## config.mk

```make
export PLATFORM = sky130hd
export DESIGN_NAME = frc_fault_retry
export DESIGN_NICKNAME = d
export VERILOG_FILES = /design/src/rtl/frc_pkg.sv /design/src/rtl/frc_fault_retry.sv
export SDC_FILE = /design/constraint.sdc
export NUM_CORES = 1
export LEC_CHECK = 0
export BUFFER_PORTS_ARGS = -buffer_cell sky130_fd_sc_hd__buf_2
export CELL_PAD_IN_SITES_DETAIL_PLACEMENT = 1
export CELL_PAD_IN_SITES_GLOBAL_PLACEMENT = 1
export CORE_ASPECT_RATIO = 0.6
export CORE_MARGIN = 2
export CORE_UTILIZATION = 45
export CTS_CLUSTER_DIAMETER = 50
export DETAILED_ROUTE_END_ITERATION = 6
export PLACE_DENSITY = 0.87
export RECOVER_POWER = 100
export SYNTH_ARGS = -nofsm -noshare
export SYNTH_HDL_FRONTEND = slang
export SYNTH_SLANG_ARGS = --single-unit
export TNS_END_PERCENT = 20
```

## constraint.sdc

```tcl
create_clock -name clock -period 8.2 [get_ports clock]
set_input_delay 1.64 -clock clock [delete_from_list [all_inputs] [get_ports clock]]
set_output_delay 1.64 -clock clock [all_outputs]
set_load 0.05 [all_outputs]
```

## src/rtl/frc_pkg.sv

```systemverilog
/*
 * Package for the fault retry controller: fault codes, class masks, limits and timing.
 * Assumes a 100 MHz clock and a 0.1 s timebase derived from it inside the controller.
 */
package frc_pkg;

	// ----------------------------------------------------------------
	// Fault codes
	// ----------------------------------------------------------------
	localparam int FAULT_W = 5;
	localparam logic [4:0] FLT_NONE = 5'h00;
	localparam logic [4:0] FLT_OC1 = 5'h01;
	localparam logic [4:0] FLT_OC2 = 5'h02;
	localparam logic [4:0] FLT_OC3 = 5'h03;
	localparam logic [4:0] FLT_OV1 = 5'h04;
	localparam logic [4:0] FLT_OV2 = 5'h05;
	localparam logic [4:0] FLT_OV3 = 5'h06;
	localparam logic [4:0] FLT_MTHERM = 5'h07;
	localparam logic [4:0] FLT_DTHERM = 5'h08;
	localparam logic [4:0] FLT_BRAKE = 5'h09;
	localparam logic [4:0] FLT_GROUND = 5'h0a;
	localparam logic [4:0] FLT_COMM = 5'h0b;
	localparam logic [4:0] FLT_ETHERM = 5'h0c;
	localparam logic [4:0] FLT_STALL = 5'h0d;
	localparam logic [4:0] FLT_OPTION = 5'h0e;
	localparam logic [4:0] FLT_OPTION1 = 5'h0f;
	localparam logic [4:0] FLT_PSTORE = 5'h10;
	localparam logic [4:0] FLT_BRK4 = 5'h11;
	localparam logic [4:0] FLT_BRK5 = 5'h12;
	localparam logic [4:0] FLT_BRK6 = 5'h13;
	localparam logic [4:0] FLT_BRK7 = 5'h14;
	localparam logic [4:0] FLT_INPHASE = 5'h15;
	localparam logic [4:0] FLT_RETRY_EXCESS = 5'h1f;

	// ----------------------------------------------------------------
	// Class masks, bit n set means fault code n may be retried
	// ----------------------------------------------------------------
	localparam logic [31:0] CLS0_MASK = 32'h003f_fffe;
	localparam logic [31:0] CLS1_MASK = 32'h0000_000e;
	localparam logic [31:0] CLS2_MASK = 32'h0000_0070;
	localparam logic [31:0] CLS3_MASK = 32'h0000_007e;
	localparam logic [31:0] CLS4_MASK = 32'h003f_ee7e;
	localparam logic [31:0] CLS5_MASK = 32'h0000_000a;

	// ----------------------------------------------------------------
	// Settings and timing
	// ----------------------------------------------------------------
	localparam logic [7:0] LIMIT_OFF = 8'h00;
	localparam logic [7:0] LIMIT_LOW_MAX = 8'h0a;
	localparam logic [7:0] LIMIT_HIGH_MIN = 8'h65;
	localparam logic [7:0] LIMIT_HIGH_MAX = 8'h6e;
	localparam logic [7:0] LIMIT_HIGH_BASE = 8'h64;
	localparam logic [11:0] WAIT_RESET = 12'h00a;
	localparam logic [11:0] WAIT_MIN = 12'h001;
	localparam logic [11:0] WAIT_MAX = 12'he10;
	localparam logic [15:0] COAST_DISABLED = 16'h270f;
	localparam logic [7:0] TERM_FUNC_POS = 8'h40;
	localparam logic [7:0] TERM_FUNC_NEG = 8'ha4;
	localparam int TICK_MS = 100;
	localparam int CLOCK_MHZ = 100;
	localparam int TICK_CYCLES = TICK_MS * 1000 * CLOCK_MHZ;
	localparam int SUCCESS_FACTOR = 4;

	// ----------------------------------------------------------------
	// Types
	// ----------------------------------------------------------------
	typedef enum logic [3:0] {
		FRC_IDLE = 4'b0001,
		FRC_WAIT = 4'b0010,
		FRC_RUN = 4'b0100,
		FRC_LOCK = 4'b1000
	} frc_state_e;

	typedef struct packed {
		logic valid;
		logic [4:0] code;
		logic at_power_on;
	} frc_fault_s;

	typedef struct packed {
		logic [2:0] class_sel;
		logic [7:0] limit;
		logic [11:0] wait_ticks;
		logic [15:0] coast_time;
		logic [7:0] term_func;
	} frc_cfg_s;

endpackage : frc_pkg

```

## src/rtl/frc_fault_retry.sv

```systemverilog
/*
 * Fault retry controller: waits after a trip, clears the fault, restarts, counts outcomes.
 * Assumes the trip logic presents one fault per cycle and registers on the same clock.
 */
`timescale 1ns/1ps
`default_nettype none

// How it works
// [RULE1] Class setting 0-5 selects retriable faults.
// [RULE2] Limit zero disables all retrying.
// [RULE3] Limit 1-10: count, fault output hidden.
// [RULE4] Limit 101-110: count minus 100, output shown.
// [RULE5] Wait, clear fault, restart at start frequency.
// [RULE6] Too many failures raise excess fault.
// [RULE7] Four waits fault-free means success.
// [RULE8] Success count readable, write zero clears.
// [RULE9] Retry-active output, function code 64/164.
// [RULE10] Class table maps to fault sets.
// [RULE11] Record keeps only first fault.
// [RULE12] Retry reset keeps thermal and brake data; the code drives only keep_thermal_data, tied high.
// [RULE13] Power-on storage fault never retried.
// [RULE14] Unselected fault during wait abandons retry.
// [RULE15] Coast time not 9999: power-loss restart.
// [RULE16] Recurring fault before success counts failure.
module frc_fault_retry #(
	parameter int TICK_CYC = frc_pkg::TICK_CYCLES,
	parameter int COUNT_W = 16
) (
	// Clock and reset
	input wire logic clock,
	input wire logic reset,
	// Fault side
	input var frc_pkg::frc_fault_s fault_in,
	input wire logic run_active,
	output logic fault_clear,
	output logic restart_start_freq,
	output logic restart_flying,
	output logic keep_thermal_data,
	output logic fault_output,
	output logic [4:0] fault_record,
	output logic trip_excess,
	// Configuration
	input var frc_pkg::frc_cfg_s cfg,
	// Register port
	input wire logic [1:0] reg_addr,
	input wire logic [15:0] reg_wdata,
	input wire logic reg_write,
	input wire logic reg_read,
	output logic [15:0] reg_rdata,
	// Status and interrupt
	output logic retry_active,
	output logic retry_active_output,
	output logic irq
);

	// ----------------------------------------------------------------
	// Helpers
	// ----------------------------------------------------------------
	function automatic logic retriable(input logic [2:0] sel, input logic [4:0] code);
		logic [31:0] m;
		m = 32'h0;
		case (sel)
			3'h0: m = frc_pkg::CLS0_MASK;
			3'h1: m = frc_pkg::CLS1_MASK;
			3'h2: m = frc_pkg::CLS2_MASK;
			3'h3: m = frc_pkg::CLS3_MASK;
			3'h4: m = frc_pkg::CLS4_MASK;
			3'h5: m = frc_pkg::CLS5_MASK;
			default: m = 32'h0;
		endcase
		return m[code];
	endfunction : retriable

	localparam logic [1:0] ADDR_COUNT = 2'h0;
	localparam logic [1:0] ADDR_STATUS = 2'h1;
	localparam logic [1:0] ADDR_MASK = 2'h2;
	localparam logic [1:0] ADDR_STATE = 2'h3;

	frc_pkg::frc_state_e state_q;
	logic [3:0] allowed;
	logic hidden_mode;
	logic [3:0] fail_q;
	logic [31:0] tick_q;
	logic tick;
	logic [13:0] time_q;
	logic [COUNT_W-1:0] success_q;
	logic [2:0] stat_q;
	logic [2:0] mask_q;
	logic first_q;
	logic sel_fault;
	logic wait_done;
	logic run_done;
	logic fail_now;
	logic ev_success;
	logic ev_excess;
	logic ev_fail;

	// ----------------------------------------------------------------
	// Limit and class decode
	// ----------------------------------------------------------------
	// [RULE2] Limit decode.
	// [RULE3] Low range hides output.
	// [RULE4] High range subtracts base.
	always_comb begin
		allowed = 4'h0;
		hidden_mode = 1'b0;
		if (cfg.limit >= 8'h01 && cfg.limit <= frc_pkg::LIMIT_LOW_MAX) begin
			allowed = cfg.limit[3:0];
			hidden_mode = 1'b1;
		end else if (cfg.limit >= frc_pkg::LIMIT_HIGH_MIN && cfg.limit <= frc_pkg::LIMIT_HIGH_MAX) begin
			allowed = 4'((cfg.limit - frc_pkg::LIMIT_HIGH_BASE));
		end
	end

	// [RULE1] Class selection.
	// [RULE10] Class table lookup.
	// [RULE13] Power-on storage fault excluded.
	assign sel_fault = fault_in.valid && retriable(cfg.class_sel, fault_in.code)
		&& !(fault_in.code == frc_pkg::FLT_PSTORE && fault_in.at_power_on);

	// ----------------------------------------------------------------
	// Timebase
	// ----------------------------------------------------------------
	// A 0.1 s tick keeps the wait counter narrow; timing is exact to one tick.
	always_ff @(posedge clock) begin
		if (reset || tick) begin
			tick_q <= 32'h0;
		end else begin
			tick_q <= tick_q + 32'h1;
		end
	end
	assign tick = (tick_q == 32'(TICK_CYC - 1));

	// A failed retry restarts the wait from zero, so a long run never shortens the next wait.
	always_ff @(posedge clock) begin
		if (reset || state_q == frc_pkg::FRC_IDLE || state_q == frc_pkg::FRC_LOCK || fault_clear
			|| ev_fail) begin
			time_q <= 14'h0;
		end else if (tick) begin
			time_q <= time_q + 14'h1;
		end
	end

	// [RULE5] Wait time in ticks.
	assign wait_done = (state_q == frc_pkg::FRC_WAIT) && (time_q >= {2'h0, cfg.wait_ticks});
	// [RULE7] Four waits from start.
	assign run_done = (state_q == frc_pkg::FRC_RUN) && run_active && !fault_in.valid
		&& (time_q > 14'(cfg.wait_ticks * 4));
	// [RULE16] Recurrence before success.
	// The fault just cleared still stands in the clear cycle; it is no recurrence.
	assign fail_now = (state_q == frc_pkg::FRC_RUN) && fault_in.valid && !fault_clear;
	assign ev_fail = fail_now && sel_fault;
	assign ev_success = run_done;
	// [RULE6] Failure count over limit.
	assign ev_excess = ev_fail && (fail_q >= allowed);

	// ----------------------------------------------------------------
	// Sequencer
	// ----------------------------------------------------------------
	always_ff @(posedge clock) begin
		if (reset) begin
			state_q <= frc_pkg::FRC_IDLE;
		end else begin
			case (state_q)
				frc_pkg::FRC_IDLE: begin
					if (fault_in.valid) begin
						state_q <= (sel_fault && allowed != 4'h0) ? frc_pkg::FRC_WAIT
							: frc_pkg::FRC_LOCK;
					end
				end
				frc_pkg::FRC_WAIT: begin
					// [RULE14] Unselected fault abandons.
					if (fault_in.valid && !sel_fault) begin
						state_q <= frc_pkg::FRC_LOCK;
					end else if (wait_done) begin
						state_q <= frc_pkg::FRC_RUN;
					end
				end
				frc_pkg::FRC_RUN: begin
					if (ev_excess || (fail_now && !sel_fault)) begin
						state_q <= frc_pkg::FRC_LOCK;
					end else if (ev_fail) begin
						state_q <= frc_pkg::FRC_WAIT;
					end else if (ev_success) begin
						state_q <= frc_pkg::FRC_IDLE;
					end
				end
				// Only reset leaves the lock, so a tripped drive never restarts by itself.
				frc_pkg::FRC_LOCK: state_q <= frc_pkg::FRC_LOCK;
				default: state_q <= frc_pkg::FRC_IDLE;
			endcase
		end
	end

	always_ff @(posedge clock) begin
		if (reset || ev_success) begin
			fail_q <= 4'h0;
		end else if (ev_fail) begin
			fail_q <= fail_q + 4'h1;
		end
	end

	// ----------------------------------------------------------------
	// Drive side outputs
	// ----------------------------------------------------------------
	// [RULE5] Clear and restart pulse.
	// [RULE12] Retry reset keeps thermal data.
	// [RULE15] Flying restart when enabled.
	always_ff @(posedge clock) begin
		if (reset) begin
			fault_clear <= 1'b0;
			restart_start_freq <= 1'b0;
			restart_flying <= 1'b0;
		end else begin
			fault_clear <= wait_done && !(fault_in.valid && !sel_fault);
			restart_start_freq <= wait_done && !(fault_in.valid && !sel_fault)
				&& cfg.coast_time == frc_pkg::COAST_DISABLED;
			restart_flying <= wait_done && !(fault_in.valid && !sel_fault)
				&& cfg.coast_time != frc_pkg::COAST_DISABLED;
		end
	end
	// [RULE12] Thermal data kept.
	assign keep_thermal_data = 1'b1;

	// [RULE11] First fault recorded only.
	always_ff @(posedge clock) begin
		if (reset) begin
			fault_record <= 5'h0;
			first_q <= 1'b0;
		end else if (state_q == frc_pkg::FRC_IDLE && fault_in.valid && !first_q) begin
			fault_record <= fault_in.code;
			first_q <= 1'b1;
		end else if (ev_success) begin
			first_q <= 1'b0;
		end
	end

	always_ff @(posedge clock) begin
		if (reset) begin
			trip_excess <= 1'b0;
		end else if (ev_excess) begin
			trip_excess <= 1'b1;
		end
	end

	// ----------------------------------------------------------------
	// Status outputs
	// ----------------------------------------------------------------
	// [RULE3] Output hidden while retrying.
	// [RULE4] Output shown while retrying.
	always_ff @(posedge clock) begin
		if (reset) begin
			fault_output <= 1'b0;
		end else begin
			fault_output <= (state_q == frc_pkg::FRC_LOCK) || ev_excess
				|| ((state_q != frc_pkg::FRC_IDLE) && !hidden_mode)
				|| (state_q == frc_pkg::FRC_IDLE && fault_in.valid && !(sel_fault && allowed != 4'h0));
		end
	end

	// [RULE9] Retry active and terminal.
	always_ff @(posedge clock) begin
		if (reset) begin
			retry_active <= 1'b0;
			retry_active_output <= 1'b0;
		end else begin
			retry_active <= (state_q == frc_pkg::FRC_WAIT) || (state_q == frc_pkg::FRC_RUN);
			if (cfg.term_func == frc_pkg::TERM_FUNC_POS) begin
				retry_active_output <= (state_q == frc_pkg::FRC_WAIT) || (state_q == frc_pkg::FRC_RUN);
			end else if (cfg.term_func == frc_pkg::TERM_FUNC_NEG) begin
				retry_active_output <= !((state_q == frc_pkg::FRC_WAIT) || (state_q == frc_pkg::FRC_RUN));
			end else begin
				retry_active_output <= 1'b0;
			end
		end
	end

	// ----------------------------------------------------------------
	// Registers
	// ----------------------------------------------------------------
	// [RULE8] Success counter, write zero clears.
	always_ff @(posedge clock) begin
		if (reset) begin
			success_q <= '0;
		end else if (ev_success) begin
			success_q <= success_q + COUNT_W'(1);
		end else if (reg_write && reg_addr == ADDR_COUNT && reg_wdata == 16'h0) begin
			success_q <= '0;
		end
	end

	// Set wins over the write-one clear so no event is lost.
	always_ff @(posedge clock) begin
		if (reset) begin
			stat_q <= 3'h0;
		end else begin
			stat_q <= (stat_q & ~((reg_write && reg_addr == ADDR_STATUS) ? reg_wdata[2:0] : 3'h0))
				| {ev_excess, ev_fail, ev_success};
		end
	end

	always_ff @(posedge clock) begin
		if (reset) begin
			mask_q <= 3'h0;
		end else if (reg_write && reg_addr == ADDR_MASK) begin
			mask_q <= reg_wdata[2:0];
		end
	end
	assign irq = |(stat_q & mask_q);

	always_ff @(posedge clock) begin
		if (reset) begin
			reg_rdata <= 16'h0;
		end else if (reg_read) begin
			case (reg_addr)
				ADDR_COUNT: reg_rdata <= 16'(success_q);
				ADDR_STATUS: reg_rdata <= {13'h0, stat_q};
				ADDR_MASK: reg_rdata <= {13'h0, mask_q};
				ADDR_STATE: reg_rdata <= {8'h0, fail_q, state_q};
				default: reg_rdata <= 16'h0;
			endcase
		end else begin
			reg_rdata <= 16'h0;
		end
	end

	// ----------------------------------------------------------------
	// Checks
	// ----------------------------------------------------------------
	a_limit_off: assert property (@(posedge clock) disable iff (reset) // [RULE2]
		cfg.limit == frc_pkg::LIMIT_OFF && state_q == frc_pkg::FRC_IDLE |=> state_q != frc_pkg::FRC_WAIT)
		else $error("retry started with limit zero");
	a_hidden_out: assert property (@(posedge clock) disable iff (reset) // [RULE3]
		hidden_mode && state_q == frc_pkg::FRC_WAIT && $past(state_q) == frc_pkg::FRC_WAIT
		|-> !fault_output) else $error("fault output shown in hidden mode");
	a_shown_out: assert property (@(posedge clock) disable iff (reset) // [RULE4]
		!hidden_mode && $stable(cfg) && state_q == frc_pkg::FRC_WAIT |=> fault_output)
		else $error("fault output not shown");
	a_clear_pulse: assert property (@(posedge clock) disable iff (reset) // [RULE5]
		wait_done && !(fault_in.valid && !sel_fault) |=> fault_clear ##1 !fault_clear)
		else $error("clear pulse wrong");
	a_excess_trip: assert property (@(posedge clock) disable iff (reset) // [RULE6]
		ev_excess |=> trip_excess && state_q == frc_pkg::FRC_LOCK) else $error("excess not tripped");
	a_success_inc: assert property (@(posedge clock) disable iff (reset) // [RULE7]
		ev_success |=> success_q == $past(success_q) + COUNT_W'(1) && fail_q == 4'h0)
		else $error("success not counted");
	a_count_clear: assert property (@(posedge clock) disable iff (reset) // [RULE8]
		reg_write && reg_addr == ADDR_COUNT && reg_wdata == 16'h0 && !ev_success |=> success_q == '0)
		else $error("count not cleared");
	a_active_flag: assert property (@(posedge clock) disable iff (reset) // [RULE9]
		state_q == frc_pkg::FRC_RUN |=> retry_active) else $error("retry active missing");
	a_pstore_skip: assert property (@(posedge clock) disable iff (reset) // [RULE13]
		state_q == frc_pkg::FRC_IDLE && fault_in.valid && fault_in.at_power_on
		&& fault_in.code == frc_pkg::FLT_PSTORE |=> state_q == frc_pkg::FRC_LOCK)
		else $error("power-on storage fault retried");
	a_abandon_wait: assert property (@(posedge clock) disable iff (reset) // [RULE14]
		state_q == frc_pkg::FRC_WAIT && fault_in.valid && !sel_fault |=> state_q == frc_pkg::FRC_LOCK)
		else $error("unselected fault did not abandon");
	a_first_rec: assert property (@(posedge clock) disable iff (reset) // [RULE11]
		first_q && !ev_success |=> $stable(fault_record)) else $error("record overwritten");
	a_fail_count: assert property (@(posedge clock) disable iff (reset) // [RULE16]
		ev_fail && !ev_excess |=> fail_q == $past(fail_q) + 4'h1 && state_q == frc_pkg::FRC_WAIT)
		else $error("retry failure not counted");
	a_wait_fresh: assert property (@(posedge clock) disable iff (reset) // [RULE5]
		ev_fail |=> time_q == 14'h0) else $error("wait not restarted after failure");
	a_restart_kind: assert property (@(posedge clock) disable iff (reset) // [RULE15]
		fault_clear |-> restart_flying == ($past(cfg.coast_time) != frc_pkg::COAST_DISABLED))
		else $error("restart kind wrong");

	c_success: cover property (@(posedge clock) ev_success);
	c_excess: cover property (@(posedge clock) ev_excess);
	c_abandon: cover property (@(posedge clock) state_q == frc_pkg::FRC_WAIT && fault_in.valid && !sel_fault);
	c_fail_retry: cover property (@(posedge clock) ev_fail && !ev_excess);
	c_flying: cover property (@(posedge clock) restart_flying);

endmodule : frc_fault_retry

`default_nettype wire

```

==> flow_summary.ini <==
[clock_tree]
clock-root-buffer = clkbuf_16
cts.htree.levels = 3
ctsHoldBuffers = 0
cts_tree = built
cts_setup_buffers = 0
cts_resized = 0
clockBufferDepth = 2
cts_buffers = 9
clock_latency_ps = 350
cts.reportedPaths.clkPinSlew_ps = 70
clkSinkCount = 105

[finish]
area_growth_pct = 15.7
drive_above_1_share_pct = 14.0
final_common_cell = dfxtp_1
diodes = 0
mostFrequentLayoutCells = dfxtp_1, nor2_1, buf_2, nand2_1, ha_1
fin_nets = 866

[power_and_ir_drop]
power_per_cell_area_mw_per_mm2 = 166
power_leakage_nw = 2.61
peakVddDrop_mv = 0.0975

[worst_setup_path]
crit_type = in -> reg
end_kind = flip-flop
worst_setup_path_start_kind = input port
cp.required_ps = 8370
path_max_fanout = 5
critPathArrivalTime_ps = 5140

[route]
routed_via_density = 5.63
drt-total-wl_mm = 16.3
drt_iter0_markers = 278
drc_errors = 0
avgRoutedWirePerCell_um = 17.7
vias = 5186
ant_nets = 0
dr.pass1.iters = 5

[sta]
tns_ps = 0
slew_headroom_pct = -17.2
maxSlewViolCount = 16
layout_min_cycle_time_ps = 4970
finalClockSkew_ps = 11.4
setup_viol = 0
hold_slack_ps = 472
timing.fmax_mhz = 201
worst_slew_pin_slew_ps = 1740
timing.final.crit_share_pct = 60.6
final-hold-violation-count = 0
grt_setup_unrepaired = false

[floorplan]
row_count = 31
fp.dieW_um = 149
die_area_mm2 = 0.0135
die_y_um = 90.8
io-pin-count = 107
start_util_pct = 46.5
coreArea_mm2 = 0.0121

[synthesis]
synth_edf_count = 0
ys.flop_type = dfxtp_1
avgSynthCellArea_um2 = 8.66
synth-seq-area-share_pct = 37.2
synthCells = 652
synth_area_mm2 = 0.00564
ys_ff_latch = 105
ys_types = 64
synth_fp_nets = 767
ys_async_sr_fraction_pct = 0
ys_warn_count = 0

[placed_design]
gp_congestion = 0.899
hpwl_mm = 12.6
io_buffers = 105

[global_route]
antenna_found_initial = 0
grtUsageTotal_pct = 24.6
grt_max_degree = 32
grt_pass1_wl_mm = 26.8
gr-total-overflow = 0
grt_pass1_vias = 5514

[status]
violations = capacitance limit, slew limit
status = complete, but fails checks

[worst_hold_path]
worstHoldPathType = reg -> reg

[flow_run]
max-cap-violations = 1
-- metrics by stage --
| stage | area [µm²] | total power (W) | instances | util (%) | worst slack, ps |
|---|---|---|---|---|---|
| floorplan | 5640 | 0.000609 | 652 | - | 4070 |
| global placement | 6300 | 0.000647 | 905 | 51.9 | 3830 |
| detailed placement | 6300 | 0.000654 | 905 | 51.9 | 3700 |
| CTS | 6610 | 0.00110 | 921 | 54.5 | 4050 |
| global route | 6530 | 0.00112 | 921 | 53.8 | 2890 |
| finish | 6530 | 0.00108 | 921 | 53.8 | 3230 |
-- flip-flops by register name, summed over array words and instances, names as in the netlist --
| signal | count |
|---|---|
| first_q | 1 |
| stat_q | 3 |
| restart_flying | 1 |
| restart_start_freq | 1 |
| retry_active_output | 1 |
| state_q | 4 |
| success_q | 16 |
| reg_rdata | 16 |
| tick_q | 32 |
| fault_output | 1 |
| time_q | 14 |
| mask_q | 3 |
| fault_record | 5 |
| fail_q | 4 |
| trip_excess | 1 |
| fault_clear | 1 |
| retry_active | 1 |
-- cell families (layout without fill, tap and decap cells) --
| family | after synthesis | count (layout) | synth area share, % |
|---|---|---|---|
| fa+ha+maj | 39 | 39 | 8.60 |
| other cells | 1 | 1 | 0.0664 |
| mux | 12 | 12 | 2.82 |
| compound gates | 103 | 103 | 12.2 |
| flops | 105 | 105 | 37.2 |
| xor+xnor | 51 | 51 | 7.91 |
| simple gates | 297 | 297 | 28.0 |
| buf+inv | 44 | 148 | 3.13 |
-- report_power, final --
part	internal (W)	switching (W)
clock network	0.000248	0.000195
logic	0.0000407	0.0000719
registers	0.000518	0.0000106
-- cell type report --
type                    count  area, µm²
fillers                  1506       5610
multi-input cells         503       3320
flip-flops and latches    105       2100
repair buffers            105        487
clock buffers              10        239
well taps                 165        206
inverters                  27        101
clock inverters             6       72.6
-- cell usage after synthesis, drive strengths merged, types with 6 or more instances --
cell    number  area [µm²]
inv         27         101
and3         7        43.8
and2        11        68.8
a21o        12        90.1
nor2        94         353
nor4        12        87.6
mux2i        8        80.1
nand2       39         146
nor2b        9        56.3
buf          7        37.5
nor3        18         110
nand4       20         131
a21oi       33         169
ha          38         475
dfxtp      105        2100
xnor2       18         158
xor2        33         289
nor4b        6        58.8
clkbuf      10        37.5
nand3       30         155
or2          6        37.5
or3         11        68.8
nand3b       6        45.0
o21ai       21         105
nand2b      11        68.8
-- worst max-delay path, stage by stage --
cell and delay (ps):
buf_2 100, or4_1 560, a2111oi_0 1090, a21oi_1 250, and2b_1 280, ha_1 210, nand2b_1 140, a21o_1 170
a21o_1 190, a21oi_1 220, nand2b_1 190, a21oi_1 90
-- final timing paths --
| check | cells after the start | slack (ps) | startpoint | end |
|---|---|---|---|---|
| max | 12 | 3230 | cfg[42] | trip_excess |
| min | 2 | 470 | first_q | first_q |
| max reg2reg | 7 | 4640 | time_q[11] | success_q[14] |
| min reg2reg | 2 | 470 | first_q | first_q |
-- per-layer routing --
metal / part of all wire (%) / wire [µm] / vias to the layer above / track usage (%)
li1: - / - / 2508 / -
met1: 46 / 7530 / 2508 / 32.6
met2: 47 / 7620 / 156 / 41.5
met3: 6.3 / 1020 / 14 / 5.15
met4: 0.69 / 112 / 0 / 5.16
met5: 0 / 0 / - / 0
Note: power is estimated with default switching activity, not from simulation.
